==> src/common/dtp_pkg.sv <==
// ==========================================================================
// Shared constants and carriers for the dual touch probe position latch.
// ==========================================================================
package dtp_pkg;

  // ========================================================================
  // Object indices and sub-indices.
  // ========================================================================
  localparam logic [15:0] IDX_SRC1 = 16'h44b0; // Probe 1 capture source.
  localparam logic [15:0] IDX_SRC2 = 16'h44b1; // Probe 2 capture source.
  localparam logic [15:0] IDX_TRG1 = 16'h44b2; // Probe 1 internal trigger.
  localparam logic [15:0] IDX_TRG2 = 16'h44b3; // Probe 2 internal trigger.
  localparam logic [15:0] IDX_CFG  = 16'h60b8; // Configuration word.
  localparam logic [15:0] IDX_STAT = 16'h60b9; // Status word.
  localparam logic [15:0] IDX_P1R  = 16'h60ba; // Probe 1 rising capture.
  localparam logic [15:0] IDX_P1F  = 16'h60bb; // Probe 1 falling capture.
  localparam logic [15:0] IDX_P2R  = 16'h60bc; // Probe 2 rising capture.
  localparam logic [15:0] IDX_P2F  = 16'h60bd; // Probe 2 falling capture.
  localparam logic [7:0]  SUB_STD  = 8'h00;    // Sub-index of profile objects.

  // ========================================================================
  // Field positions, reset values and ranges.
  // ========================================================================
  localparam int          PROBE_W     = 8;  // Bits per probe in cfg/status.
  localparam int          CFG_EN_BIT  = 0;  // Probe enable.
  localparam int          CFG_CONT_BIT = 1; // Continuous capture.
  localparam int          CFG_INT_BIT = 2;  // Internal output as trigger.
  localparam int          CFG_RISE_BIT = 4; // Rising-edge capture enable.
  localparam int          CFG_FALL_BIT = 5; // Falling-edge capture enable.
  localparam logic [15:0] CFG_RST     = 16'h0000;
  localparam logic [7:0]  SEL_RST     = 8'h00;
  localparam logic [7:0]  SEL_MAX     = 8'h01; // Largest legal selector.

  // ========================================================================
  // Rotation timing: one pulse per 7.2 degrees, in milli-degrees.
  // ========================================================================
  localparam int TIM_STEP_MDEG = 7200;
  localparam int REV_MDEG      = 360000;

  // Object targets found by the address decoder.
  typedef enum logic [2:0] {
    OBJ_NONE = 3'h0,
    OBJ_SRC  = 3'h1,
    OBJ_TRG  = 3'h2,
    OBJ_CFG  = 3'h3,
    OBJ_STAT = 3'h4,
    OBJ_POS  = 3'h5
  } dtp_obj_t;

  // Decoded object: kind and probe or position number.
  typedef struct packed {
    dtp_obj_t   kind;
    logic [1:0] sel;
  } dtp_dec_t;

  // Acyclic object request from the fieldbus side.
  typedef struct packed {
    logic        req;
    logic        wr;
    logic [15:0] index;
    logic [7:0]  sub;
    logic [31:0] wdata;
  } dtp_obj_req_t;

  // Answer to an object request.
  typedef struct packed {
    logic        ack;
    logic        err;
    logic [31:0] rdata;
  } dtp_obj_rsp_t;

  // Per-probe configuration handed to a channel.
  typedef struct packed {
    logic       enable;
    logic       continuous;
    logic       internal;
    logic       rise_en;
    logic       fall_en;
    logic [7:0] src_sel;
    logic [7:0] trg_sel;
  } dtp_probe_cfg_t;

  // Per-probe state, also the channel's output.
  typedef struct packed {
    logic        trig_prev;
    logic        enabled;
    logic        rise_flag;
    logic        fall_flag;
    logic [31:0] rise_pos;
    logic [31:0] fall_pos;
  } dtp_probe_st_t;

  // Rotation timing generator state.
  typedef struct packed {
    logic        primed;
    logic [31:0] prev_pos;
    logic [31:0] phase;
    logic        tim;
  } dtp_tim_st_t;

endpackage : dtp_pkg

==> src/hdl/dtp_position_latch.sv <==
`timescale 1ns/100ps
// Behaviour
// - Two independent probes with own storage.
// - Enabled probe trigger stores current motor position.
// - Source byte: 0 feedback, 1 command.
// - Trigger byte: 0 zero signal, 1 timing.
// - Probe one external A, probe two B.
// - Both internal outputs usable by both probes.
// - Timing output pulses every 7.2 degrees.
// - Signed rising and falling captures per probe.
// - Config word 16-bit read-write, cyclic, resets zero.
// - Config bytes: enable, mode, source, edges.
// - Status bytes: enabled, rising, falling; rest zero.
// - Zero signal feedback, timing command position.
// ==========================================================================
// Top level: object access, configuration store, status and captures of
// the two touch probes of one axis.
// ==========================================================================
module dtp_position_latch #(
  parameter int AXIS_NUM      = 1,     // Axis served by this instance.
  parameter int STEPS_PER_REV = 10000  // Steps per output shaft turn.
) (
  input  wire logic                  clk,
  input  wire logic                  rst,
  input  wire dtp_pkg::dtp_obj_req_t obj_req,
  input  wire logic                  cyc_cfg_valid,
  input  wire logic [15:0]           cyc_cfg_word,
  input  wire logic                  external_latch_in_a,
  input  wire logic                  external_latch_in_b,
  input  wire logic                  zero_signal_output,
  input  wire logic [31:0]           fb_pos,
  input  wire logic [31:0]           cmd_pos,
  output dtp_pkg::dtp_obj_rsp_t      obj_rsp,
  output logic [15:0]                cyc_status,
  output logic [3:0][31:0]           cyc_positions,
  output logic                       rotation_timing_output
);
  // ========================================================================
  // Elaboration checks.
  // ========================================================================

  // Only four axes exist on the driver; anything else has no sub-index.
  if (AXIS_NUM < 1 || AXIS_NUM > 4)
    $error("dtp_position_latch: axis number must be 1 to 4");

  // Sub-index that addresses this axis' manufacturer objects.
  localparam logic [7:0] AXIS_SUB = 8'(AXIS_NUM);

  // ========================================================================
  // State.
  // ========================================================================

  // All registers of this module in one record.
  typedef struct packed {
    logic [15:0]           cfg_word;  // Probe configuration word.
    logic [1:0][7:0]       src_sel;   // Capture source per probe.
    logic [1:0][7:0]       trg_sel;   // Internal trigger per probe.
    dtp_pkg::dtp_obj_rsp_t rsp;       // Object answer.
    logic [15:0]           status;    // Cyclic copy of the status.
    logic [3:0][31:0]      pos;       // Cyclic copy of the captures.
  } dtp_main_st_t;

  dtp_main_st_t          st_reg;   // Registered state.
  dtp_main_st_t          st_next;  // Next state.
  dtp_pkg::dtp_dec_t     dec;      // Decoded object address.
  logic [15:0]           status_w; // Live status word.
  logic [3:0][31:0]      pos_w;    // Live captured positions.
  logic                  tim_w;    // Rotation timing level.
  logic [1:0]            ext_w;    // External latch inputs per probe.

  // ========================================================================
  // Address decode.
  // ========================================================================

  // Maps index and sub-index onto a target. Manufacturer objects answer
  // only to this axis' sub-index; profile objects only to sub-index 0.
  function automatic dtp_pkg::dtp_dec_t obj_decode(
    input logic [15:0] idx,
    input logic [7:0]  sub
  );
    dtp_pkg::dtp_dec_t d;
    logic [15:0]       off;
    d.kind = dtp_pkg::OBJ_NONE;
    d.sel = 2'b00;
    off = idx - dtp_pkg::IDX_P1R;
    if (sub == AXIS_SUB) begin
      if (idx == dtp_pkg::IDX_SRC1 || idx == dtp_pkg::IDX_SRC2) begin
        d.kind = dtp_pkg::OBJ_SRC;
        d.sel = {1'b0, idx[0]};
      end else if (idx == dtp_pkg::IDX_TRG1 ||
                   idx == dtp_pkg::IDX_TRG2) begin
        d.kind = dtp_pkg::OBJ_TRG;
        d.sel = {1'b0, idx[0]};
      end
    end
    if (sub == dtp_pkg::SUB_STD) begin
      if (idx == dtp_pkg::IDX_CFG) begin
        d.kind = dtp_pkg::OBJ_CFG;
      end else if (idx == dtp_pkg::IDX_STAT) begin
        d.kind = dtp_pkg::OBJ_STAT;
      end else if (idx >= dtp_pkg::IDX_P1R &&
                   idx <= dtp_pkg::IDX_P2F) begin
        d.kind = dtp_pkg::OBJ_POS;
        d.sel = off[1:0];
      end
    end
    return d;
  endfunction : obj_decode

  assign dec = obj_decode(obj_req.index, obj_req.sub);

  // ========================================================================
  // Probe channels.
  // ========================================================================

  // Each probe has its own external pin.
  assign ext_w = {external_latch_in_b, external_latch_in_a};

  // Timing output shared by both probes.
  dtp_timing_gen #(
    .STEPS_PER_REV (STEPS_PER_REV)
  ) u_timing (
    .clk     (clk),
    .rst     (rst),
    .cmd_pos (cmd_pos),
    .tim_out (tim_w)
  );

  // Two identical channels; the byte of the config word picks the lane.
  for (genvar g = 0; g < 2; g++) begin : g_probe
    dtp_pkg::dtp_probe_cfg_t pcfg; // Channel configuration.
    dtp_pkg::dtp_probe_st_t  pst;  // Channel state.
    logic [7:0]              cb;   // This probe's config byte.

    assign cb = st_reg.cfg_word[g*dtp_pkg::PROBE_W +: dtp_pkg::PROBE_W];
    assign pcfg.enable = cb[dtp_pkg::CFG_EN_BIT];
    assign pcfg.continuous = cb[dtp_pkg::CFG_CONT_BIT];
    assign pcfg.internal = cb[dtp_pkg::CFG_INT_BIT];
    assign pcfg.rise_en = cb[dtp_pkg::CFG_RISE_BIT];
    assign pcfg.fall_en = cb[dtp_pkg::CFG_FALL_BIT];
    assign pcfg.src_sel = st_reg.src_sel[g];
    assign pcfg.trg_sel = st_reg.trg_sel[g];

    dtp_probe_channel u_chan (
      .clk      (clk),
      .rst      (rst),
      .cfg      (pcfg),
      .ext_trig (ext_w[g]),
      .zero_sig (zero_signal_output),
      .tim_sig  (tim_w),
      .fb_pos   (fb_pos),
      .cmd_pos  (cmd_pos),
      .st       (pst)
    );

    // Status byte: reserved bits read zero.
    assign status_w[g*dtp_pkg::PROBE_W +: dtp_pkg::PROBE_W] =
      {5'h00, pst.fall_flag, pst.rise_flag, pst.enabled};
    assign pos_w[2*g] = pst.rise_pos;
    assign pos_w[2*g+1] = pst.fall_pos;
  end

  // ========================================================================
  // Object access and configuration.
  // ========================================================================

  // Every request is answered in the next cycle. A cyclic config update
  // and an acyclic write in the same cycle resolve to the acyclic one,
  // since it is the more deliberate of the two.
  always_comb begin
    st_next = st_reg;
    st_next.rsp.ack = 1'b0;
    st_next.rsp.err = 1'b0;
    st_next.rsp.rdata = 32'h0000_0000;
    st_next.status = status_w;
    st_next.pos = pos_w;
    if (cyc_cfg_valid) begin
      st_next.cfg_word = cyc_cfg_word;
    end
    if (obj_req.req) begin
      st_next.rsp.ack = 1'b1;
      unique case (dec.kind)
        dtp_pkg::OBJ_CFG: begin
          if (obj_req.wr) begin
            // Any 16-bit pattern is accepted.
            st_next.cfg_word = obj_req.wdata[15:0];
          end else begin
            st_next.rsp.rdata = {16'h0000, st_reg.cfg_word};
          end
        end
        dtp_pkg::OBJ_SRC: begin
          if (!obj_req.wr) begin
            st_next.rsp.rdata = {24'h00_0000, st_reg.src_sel[dec.sel[0]]};
          end else if (obj_req.wdata > {24'h00_0000, dtp_pkg::SEL_MAX}) begin
            // Out of range values leave the setting alone.
            st_next.rsp.err = 1'b1;
          end else begin
            st_next.src_sel[dec.sel[0]] = obj_req.wdata[7:0];
          end
        end
        dtp_pkg::OBJ_TRG: begin
          if (!obj_req.wr) begin
            st_next.rsp.rdata = {24'h00_0000, st_reg.trg_sel[dec.sel[0]]};
          end else if (obj_req.wdata > {24'h00_0000, dtp_pkg::SEL_MAX}) begin
            st_next.rsp.err = 1'b1;
          end else begin
            st_next.trg_sel[dec.sel[0]] = obj_req.wdata[7:0];
          end
        end
        dtp_pkg::OBJ_STAT: begin
          // Read only: a write is refused.
          st_next.rsp.err = obj_req.wr;
          if (!obj_req.wr) begin
            st_next.rsp.rdata = {16'h0000, status_w};
          end
        end
        dtp_pkg::OBJ_POS: begin
          st_next.rsp.err = obj_req.wr;
          if (!obj_req.wr) begin
            st_next.rsp.rdata = pos_w[dec.sel];
          end
        end
        default: begin
          // Unknown index or wrong sub-index.
          st_next.rsp.err = 1'b1;
        end
      endcase
    end
  end

  // Single state register; reset values for all settings.
  always_ff @(posedge clk) begin
    if (rst) begin
      st_reg <= '0;
      st_reg.cfg_word <= dtp_pkg::CFG_RST;
      st_reg.src_sel <= {2{dtp_pkg::SEL_RST}};
      st_reg.trg_sel <= {2{dtp_pkg::SEL_RST}};
    end else begin
      st_reg <= st_next;
    end
  end

  // ========================================================================
  // Outputs, all taken from flip-flops.
  // ========================================================================
  assign obj_rsp = st_reg.rsp;
  assign cyc_status = st_reg.status;
  assign cyc_positions = st_reg.pos;
  assign rotation_timing_output = tim_w;

  // ========================================================================
  // Assertions.
  // ========================================================================
  a_obj_answer: assert property (@(posedge clk) disable iff (rst)
    obj_req.req |=> obj_rsp.ack ##1 !obj_rsp.ack || $past(obj_req.req))
    else $error("object request not answered in one cycle");
  a_ro_refuse: assert property (@(posedge clk) disable iff (rst)
    obj_req.req && obj_req.wr && obj_req.sub == dtp_pkg::SUB_STD
    && obj_req.index >= dtp_pkg::IDX_STAT
    && obj_req.index <= dtp_pkg::IDX_P2F |=> obj_rsp.err)
    else $error("write to read-only object accepted");
  a_sub_axis: assert property (@(posedge clk) disable iff (rst)
    obj_req.req && obj_req.index == dtp_pkg::IDX_SRC1
    && obj_req.sub != AXIS_SUB |=> obj_rsp.err)
    else $error("foreign axis sub-index accepted");
  a_cfg_write: assert property (@(posedge clk) disable iff (rst)
    obj_req.req && obj_req.wr && dec.kind == dtp_pkg::OBJ_CFG
    |=> st_reg.cfg_word == $past(obj_req.wdata[15:0]) && !obj_rsp.err)
    else $error("configuration write lost");
  a_status_zero: assert property (@(posedge clk) disable iff (rst)
    cyc_status[7:3] == 5'h00 && cyc_status[15:11] == 5'h00)
    else $error("reserved status bits set");
  a_status_enable: assert property (@(posedge clk) disable iff (rst)
    ##1 1'b1 |-> status_w[8] == $past(st_reg.cfg_word[8]))
    else $error("probe two enable not reported");
  c_cfg_write: cover property (@(posedge clk) disable iff (rst)
    obj_req.req && obj_req.wr && dec.kind == dtp_pkg::OBJ_CFG);
  c_both_latched: cover property (@(posedge clk) disable iff (rst)
    status_w[1] && status_w[9]);
  c_timing_edge: cover property (@(posedge clk) disable iff (rst)
    $rose(tim_w));

endmodule : dtp_position_latch

==> src/hdl/dtp_timing_gen.sv <==
`timescale 1ns/100ps
// ==========================================================================
// Rotation timing output: a square wave with one rising edge per 7.2
// degrees of command motion, derived by tracking the position phase.
// ==========================================================================
module dtp_timing_gen #(
  parameter int STEPS_PER_REV = 10000
) (
  input  wire logic        clk,
  input  wire logic        rst,
  input  wire logic [31:0] cmd_pos,
  output logic             tim_out
);
  // Steps between two timing pulses.
  localparam int PERIOD =
    (STEPS_PER_REV * dtp_pkg::TIM_STEP_MDEG) / dtp_pkg::REV_MDEG;

  // The period must be whole and long enough for a high and a low half.
  if (PERIOD < 2 ||
      (STEPS_PER_REV * dtp_pkg::TIM_STEP_MDEG) % dtp_pkg::REV_MDEG != 0)
    $error("dtp_timing_gen: steps per revolution give no whole period");

  dtp_pkg::dtp_tim_st_t st_reg;  // Registered state.
  dtp_pkg::dtp_tim_st_t st_next; // Next state.
  logic signed [33:0]   ph_sum;  // Phase plus motion, unwrapped.

  // Phase follows the motion. The remainder folds any jump, such as a
  // position preset, back into one period; pulses that a jump skips are
  // lost, a limit that users of the timing trigger must accept.
  always_comb begin
    st_next = st_reg;
    ph_sum = $signed({2'b00, st_reg.phase})
           + $signed({{2{cmd_pos[31]}}, cmd_pos})
           - $signed({{2{st_reg.prev_pos[31]}}, st_reg.prev_pos});
    st_next.prev_pos = cmd_pos;
    st_next.primed = 1'b1;
    if (!st_reg.primed) begin
      // First cycle after reset: take the position, move no phase.
      ph_sum = '0;
    end
    ph_sum = ph_sum % 34'(PERIOD);
    if (ph_sum < 0) begin
      // The remainder keeps the sign of phase plus motion; bring it back up.
      ph_sum = ph_sum + 34'(PERIOD);
    end
    st_next.phase = ph_sum[31:0];
    st_next.tim = (ph_sum < 34'(PERIOD / 2));
  end

  // Single state register.
  always_ff @(posedge clk) begin
    if (rst) begin
      st_reg <= '0;
    end else begin
      st_reg <= st_next;
    end
  end

  assign tim_out = st_reg.tim;

  // Phase always stays within one period.
  a_phase_range: assert property (@(posedge clk) disable iff (rst)
    st_reg.phase < 32'(PERIOD))
    else $error("timing phase left its period");

endmodule : dtp_timing_gen

==> src/hdl/dtp_probe_channel.sv <==
`timescale 1ns/100ps
// ==========================================================================
// One touch probe: trigger choice, edge detection and position capture.
// ==========================================================================
module dtp_probe_channel (
  input  wire logic                   clk,
  input  wire logic                   rst,
  input  wire dtp_pkg::dtp_probe_cfg_t cfg,
  input  wire logic                   ext_trig,
  input  wire logic                   zero_sig,
  input  wire logic                   tim_sig,
  input  wire logic [31:0]            fb_pos,
  input  wire logic [31:0]            cmd_pos,
  output dtp_pkg::dtp_probe_st_t      st
);
  dtp_pkg::dtp_probe_st_t st_reg;  // Registered state.
  dtp_pkg::dtp_probe_st_t st_next; // Next state.
  logic                   trig;    // Selected trigger level.
  logic [31:0]            pos;     // Position to capture now.
  logic                   rise;    // Qualified rising capture.
  logic                   fall;    // Qualified falling capture.

  // Trigger and position selection.
  always_comb begin
    if (cfg.internal) begin
      // Both internal outputs are offered; the zero signal pairs with
      // feedback, the timing output with the command position.
      trig = (cfg.trg_sel != 8'h00) ? tim_sig : zero_sig;
      pos = (cfg.trg_sel != 8'h00) ? cmd_pos : fb_pos;
    end else begin
      trig = ext_trig;
      pos = (cfg.src_sel != 8'h00) ? cmd_pos : fb_pos;
    end
  end

  // Edge qualification; single shot locks a polarity once captured.
  assign rise = st_reg.enabled && cfg.enable && cfg.rise_en
              && trig && !st_reg.trig_prev
              && (cfg.continuous || !st_reg.rise_flag);
  assign fall = st_reg.enabled && cfg.enable && cfg.fall_en
              && !trig && st_reg.trig_prev
              && (cfg.continuous || !st_reg.fall_flag);

  // Next state: disable wipes status, captures keep their last value.
  always_comb begin
    st_next = st_reg;
    st_next.trig_prev = trig;
    st_next.enabled = cfg.enable;
    if (!cfg.enable) begin
      st_next.rise_flag = 1'b0;
      st_next.fall_flag = 1'b0;
    end
    if (rise) begin
      st_next.rise_flag = 1'b1;
      st_next.rise_pos = pos;
    end
    if (fall) begin
      st_next.fall_flag = 1'b1;
      st_next.fall_pos = pos;
    end
  end

  // Single state register.
  always_ff @(posedge clk) begin
    if (rst) begin
      st_reg <= '0;
    end else begin
      st_reg <= st_next;
    end
  end

  assign st = st_reg;

  a_rise_capture: assert property (@(posedge clk) disable iff (rst)
    rise |=> st_reg.rise_flag && st_reg.rise_pos == $past(pos))
    else $error("rising edge did not capture");
  a_fall_capture: assert property (@(posedge clk) disable iff (rst)
    fall |=> st_reg.fall_flag && st_reg.fall_pos == $past(pos))
    else $error("falling edge did not capture");
  a_single_hold: assert property (@(posedge clk) disable iff (rst)
    st_reg.rise_flag && !cfg.continuous
      ##1 (cfg.enable && !cfg.continuous) [*2]
      |-> $stable(st_reg.rise_pos))
    else $error("single shot capture was overwritten");
  a_disable_clear: assert property (@(posedge clk) disable iff (rst)
    !cfg.enable |=> !st_reg.enabled && !st_reg.rise_flag
                    && !st_reg.fall_flag)
    else $error("disable did not clear status");
  c_cont_recapture: cover property (@(posedge clk) disable iff (rst)
    rise && st_reg.rise_flag);
  c_fall_seen: cover property (@(posedge clk) disable iff (rst) fall);

endmodule : dtp_probe_channel

==> config.mk <==
export PLATFORM = sky130hd
export DESIGN_NAME = dtp_position_latch
export DESIGN_NICKNAME = d
export VERILOG_FILES = /design/src/common/dtp_pkg.sv /design/src/hdl/dtp_position_latch.sv /design/src/hdl/dtp_timing_gen.sv /design/src/hdl/dtp_probe_channel.sv
export SDC_FILE = /design/constraint.sdc
export NUM_CORES = 1
export LEC_CHECK = 0
export BUFFER_PORTS_ARGS = -buffer_cell sky130_fd_sc_hd__clkbuf_2
export CORE_MARGIN = 2
export CORE_UTILIZATION = 40
export CTS_BUF_LIST = sky130_fd_sc_hd__clkbuf_4 sky130_fd_sc_hd__clkbuf_8
export CTS_CLUSTER_SIZE = 10
export DETAILED_ROUTE_END_ITERATION = 8
export HOLD_SLACK_MARGIN = 0.12
export MAX_ROUTING_LAYER = met4
export PLACE_DENSITY = 0.66
export SLEW_MARGIN = 20
export SYNTH_ARGS = -nofsm -noshare
export SYNTH_HDL_FRONTEND = slang
export SYNTH_SLANG_ARGS = --single-unit
==> constraint.sdc <==
create_clock -name clk -period 28.9 [get_ports clk]
set_input_delay 5.78 -clock clk [delete_from_list [all_inputs] [get_ports clk]]
set_output_delay 5.78 -clock clk [all_outputs]
set_load 0.01 [all_outputs]
==> results of run 1 <==
-- layer usage --
metal,track usage,routed length [µm],vias up
li1,-,-,12000
met1,0.319,36900,11500
met2,0.378,37200,934
met3,0.0335,5070,124
met4,0.0727,2060,0
met5,-,0,-
-- cells by family after synthesis --
kind of cell,Yosys count,share of synthesized area
AND/OR/NAND/NOR,1209,0.236
AO/OA/AOI/OAI,938,0.263
flip-flops,418,0.324
buffers and inverters,340,0.0528
multiplexers,119,0.0505
XOR/XNOR,82,0.0292
adder cells (fa/ha/maj),74,0.0451
other,1,0.000145
-- placed cells by master (no fill, tap or decap), drive strengths merged, types with 10 or more instances in the layout --
cell,instances
o211ai,45
fa,33
clkbuf,417
a31o,10
a31oi,30
dfxtp,418
o31ai,25
nand3,63
ha,38
a21o,32
nand2,203
a211o,15
buf,31
and2,79
xnor2,54
a211oi,210
nor2b,169
nand4,38
or2,24
nor4,29
clkinv,10
a21oi,203
o21a,20
o21ai,143
nand2b,21
a22oi,17
nor3,76
nor2,405
a21boi,12
o211a,28
or3,26
mux2i,96
inv,153
mux2,18
o22ai,17
xor2,27
and3,24
conb,10
-- critical path: cells and delay by family --
kind            cells  cell delay (ps)
compound gates     49            13900
buf+inv             4              490
fa+ha+maj           2             1070
mux                 2              850
simple gates       16             4980
xor+xnor            4             1110
-- timing repair --
action / 4_1_cts / 5_1_grt
setup buffers: 0 / 2
endpoints found under the setup margin: 0 / 30
hold buffers: 0 / 0
resized for setup: 0 / 16
-- area by class of cell --
| type | count | area [µm²] |
|---|---|---|
| antenna | 4 | 10.0 |
| clock buffer | 106 | 1350 |
| clock inverter | 16 | 176 |
| fill | 6260 | 34500 |
| inverter | 150 | 563 |
| multi-input combinational | 2432 | 16300 |
| sequential | 418 | 8370 |
| tap | 855 | 1070 |
| timing repair buffer | 342 | 1800 |
-- synth_stat cells (15+ instances only) --
master,n
a211o_1,15
a211oi_1,200
a21o_1,32
a21oi_1,199
a31oi_1,26
and2_1,77
and3_1,24
clkbuf_1,148
dfxtp_1,418
fa_1,33
ha_1,38
inv_1,148
mux2_2,15
mux2i_1,94
nand2_1,203
nand2b_1,21
nand3_1,63
nand4_1,38
nor2_1,404
nor2b_1,168
nor3_1,74
nor4_1,25
o211a_1,24
o211ai_1,43
o21a_1,20
o21ai_0,90
o21ai_1,53
o22ai_1,16
o31ai_1,22
or3_1,23
xnor2_1,52
xor2_1,26
-- final timing paths --
check / start / endpoint / slack (ps) / cells after the start
setup / recovery: cmd_pos[4] / u_timing.tim_out / 1220 / 77
hold / removal: g_probe[0].u_chan.st[58] / cyc_positions[26] / 450 / 1
setup reg to reg: u_timing.st_reg[5] / u_timing.tim_out / 6310 / 76
hold reg to reg: g_probe[0].u_chan.st[58] / cyc_positions[26] / 450 / 1
-- through the flow --
step	TNS, ps	hold slack, ps	cell area (µm²)
floorplan	0	424	25900
global placement	0	467	28000
detailed placement	-25.4	469	28000
CTS	0	449	29500
global route	-42.7	468	29600
finish	0	455	29600
==> results by group, run 1 <==
Global route
  • Vias in the first global route: 22300
  • First-pass GRT wire length: around 120 mm
  • Total gr overflow: 0
  • Initial antenna violation count: 3
  • GRT Util Overall: 0.240
  • Largest net degree at the start of global routing: 136

Floorplan
  • IO Count: 323
  • Die area: around 67000 µm²
  • Initial core utilization: 0.403
  • Core area: 64100 µm²
  • Die width: around 260 µm
  • Cell Rows: 93
  • Die Y: 258 µm

STA
  • Max Freq: about 36 MHz
  • Final Cycle Share: 0.958
  • Fin. Hold Viols: 0
  • Clock Skews: between 30 and 40 ps
  • Final setup viols: 0
  • Final setup margin: 1220 ps
  • Slew HR: 0.236
  • Slew @ Worst Pin: 1150 ps
  • Crit path time final: between 20000 and 30000 ps
  • Max-slew violation count: 0

Layout
  • Nets: 3629
  • Layout area overhead: 14.6%
  • Final core occ: 0.462
  • Number of flip-flops in the largest register: 136
  • Non-filler cells, final: approximately 4300
  • Share of cells above drive strength 1: 0.174

Logic synthesis
  • Sequential share of the synthesized area: 0.324
  • Share of synthesized registers carrying an async set or reset: 0
  • Avg Cell Area, Syn: 8.12 µm²
  • Largest cells by area after synthesis: dfxtp_1 (32%), nor2_1 (5.9%), a211oi_1 (5.8%), nor2b_1 (4.1%), a21oi_1 (3.9%)
  • Synth Flop Type: dfxtp_1
  • Library cells used by synthesis: 135
  • Share of the synthesized area in the top cell type: 0.324
  • Post-Syn Instances: 3181
  • Post-synth EDFFs: 0
  • Post-synthesis register bit count: 418
  • Post-synthesis cell area: 25800 µm²
  • Yosys warns: 0
  • Cell taking the most area after synthesis: dfxtp_1

Detailed routing
  • DRC: 0
  • Drt pass-1 iters: 5
  • Final WL: 81.3 mm
  • Detailed-route via count: 24500
  • Vias per inst: 5.68
  • Routed Antenna Nets: 0
  • Initial drt markers: between 2000 and 2500
  • Post-DR wirelength/cell: 18.8 µm

Critical path
  • Most frequent CP cell: o21ai_1
  • Startpoint types: primary input
  • CP max stage delay: 720 ps
  • CP required: 29450 ps
  • Worst-path maximum fanout: 12
  • Worst Setup Path Type: primary input to flip-flop
  • Critical path endpoint category: flip-flop
  • Crit path max-delay cell type: nor4b_1
  • CP arrival: approximately 28000 ps

Clock network
  • Clock buffer depth: 3
  • Total CTS buffers: 70
  • Clock sink count: ~420
  • CTS tree: built
  • Clk root buf: clkbuf_8
  • H-tree levels: 3
  • Clock latency on the worst-skew pair: ~670 ps
  • Clock Pin Slew Worst Setup and Hold Paths: 70 ps

Run status
  • Outcome: finished clean

Place
  • PortBufs: 312
  • Dpl ws: -25.4 ps
  • Cells after DPL: 4195
  • DP HPWL: 61.3 mm
  • GP Congestion: 0.949

Worst hold path
  • Hold Path Class: flip-flop to flip-flop

Flow run
  • Number of max-cap violations: 0
Power of run 1 is left out: the tool's default activity adds up to more than one toggle a clock period on the data nets, which glitch-free logic cannot reach.
==> run 2, diff against run 1 <==
- CTS_CLUSTER_DIAMETER: default -> 150
- clock period: 28.9 -> 26.4 ns (I/O delays scaled with it)
==> results by group, run 2 (synthesis results as in run 1) <==
Worst hold path
  • Worst Hold End: cyc_positions[49]
  • Hold depth: 1
  • Hold Startpoint: g_probe[0].u_chan.st[17]
  • Hold Path Class: flip-flop to flip-flop

Flow run
  • Number of max-cap violations: 0

Global route
  • Vias in the first global route: 22900
  • Largest net degree at the start of global routing: 112
  • Initial antenna violation count: 5
  • Total gr overflow: 0
  • GRT Util Overall: 0.239
  • First-pass GRT wire length: between 100 and 150 mm

STA
  • Crit path time final: 25540 ps
  • Max Freq: 39.2 MHz
  • Slew HR: 0.229
  • Final setup viols: 0
  • Final Cycle Share: 0.967
  • Hold_ws: about 470 ps
  • Clock Skews: 40.9 ps
  • Setup Total Neg Slack: 0 ps
  • Slew @ Worst Pin: 1150 ps
  • Max-slew violation count: 0
  • Fin. Hold Viols: 0

Floorplan
  • Core area: ~64000 µm²
  • IO Count: 323
  • Die Y: roughly 260 µm
  • Initial core utilization: 0.403
  • Cell Rows: 93
  • Die width: 258 µm
  • Die area: 66600 µm²

Detailed routing
  • Vias per inst: 5.66
  • Routed Antenna Nets: 0
  • Post-DR wirelength/cell: 18.6 µm
  • Final WL: 81.6 mm
  • Drt pass-1 iters: 7
  • DRC: 0
  • Initial drt markers: roughly 2400
  • Detailed-route via count: 24900

Clock network
  • Clk root buf: clkbuf_8
  • CTS Hold Bufs: 0
  • Total CTS buffers: 48
  • CTS tree: built
  • Clock sink count: 418
  • Clock Pin Slew Worst Setup and Hold Paths: roughly 70 ps
  • H-tree levels: 2
  • Clock buffer depth: 3
  • Clock latency on the worst-skew pair: 640 ps

Critical path
  • Startpoint types: primary input
  • R2r setup slk: 5420 ps
  • Crit path max-delay cell type: fa_1
  • Reg2reg path depth: 78
  • Critical path endpoint category: flip-flop
  • CP max stage delay: 590 ps
  • Worst reg2reg endpoint: u_timing.tim_out
  • CP arrival: 26040 ps
  • Setup crit start: cmd_pos[2]
  • Reg-to-reg startpoint: u_timing.st_reg[13]
  • Worst-path maximum fanout: 13
  • Worst Setup Path Type: primary input to flip-flop
  • Most frequent CP cell: a211oi_2
  • CP required: around 27000 ps

Layout
  • Reg area: 8370 µm²
  • Most frequent cells in the layout: dfxtp_1 (417), nor2_1 (401), clkbuf_2 (311)
  • Commonest non-fill, non-tap cell in the layout: dfxtp_1
  • Number of flip-flops in the largest register: 136
  • Share of cells above drive strength 1: 0.209
  • Area occupied by multi-input gates: 16800 µm²
  • Nets: 3745
  • FILL cells: 6258
  • Layout area overhead: 17.6%

Place
  • GP Congestion: 0.925
  • DP HPWL: a little over 60 mm
  • PortBufs: 312

Run status
  • Outcome: finished clean
run 2: repair_timing:
item	in CTS	in global routing
buffers inserted	0	19
setup endpoints to repair	0	30
gates resized for setup	0	107
run 2: metal layers:
layer | up-vias | global-route usage | wire length [µm]
li1 | 12200 | - | -
met1 | 11800 | 0.315 | 36500
met2 | 795 | 0.386 | 38600
met3 | 134 | 0.0242 | 4510
met4 | 0 | 0.0697 | 1990
met5 | - | - | 0
run 2: critical path, delay by kind of cell:
family	cells	cell delay, ps
AO/OA/AOI/OAI	44	11470
multiplexers	3	960
buffers and inverters	4	510
XOR/XNOR	3	600
AND/OR/NAND/NOR	22	6220
adder cells (fa/ha/maj)	2	940
run 2: layout make-up:
type,count,share of cell area
clock buffer,49,0.0222
multi-input combinational,2433,0.553
inverter,150,0.0187
antenna,5,0.000412
tap,855,0.0352
clock inverter,4,0.00136
timing repair buffer,479,0.0934
sequential,418,0.275
run 2: worst max-delay path by stage:
stage | end | slack (ps) | depth (start not counted)
4_1_cts | u_timing.tim_out | 390 | 77
5_1_grt | u_timing.tim_out | -80 | 80
2_1_floorplan | u_timing.tim_out | 1520 | 79
3_3_place_gp | u_timing.tim_out | 2 | 77
3_5_place_dp | u_timing.tim_out | -210 | 77
6_report | u_timing.tim_out | 860 | 78
run 2: stage by stage:
| stage | area [µm²] | std cells | util | setup slack (ps) |
|---|---|---|---|---|
| 2_1_floorplan | 25900 | 3190 | - | 1520 |
| 3_3_place_gp | 28900 | 4315 | 0.451 | 2.28 |
| 3_5_place_dp | 28900 | 4315 | 0.451 | -215 |
| 4_1_cts | 29600 | 4368 | 0.462 | 386 |
| 5_1_grt | 30400 | 4392 | 0.474 | -77.9 |
| 6_report | 30400 | 4393 | 0.474 | 862 |
Power of run 2 is left out for the same reason.
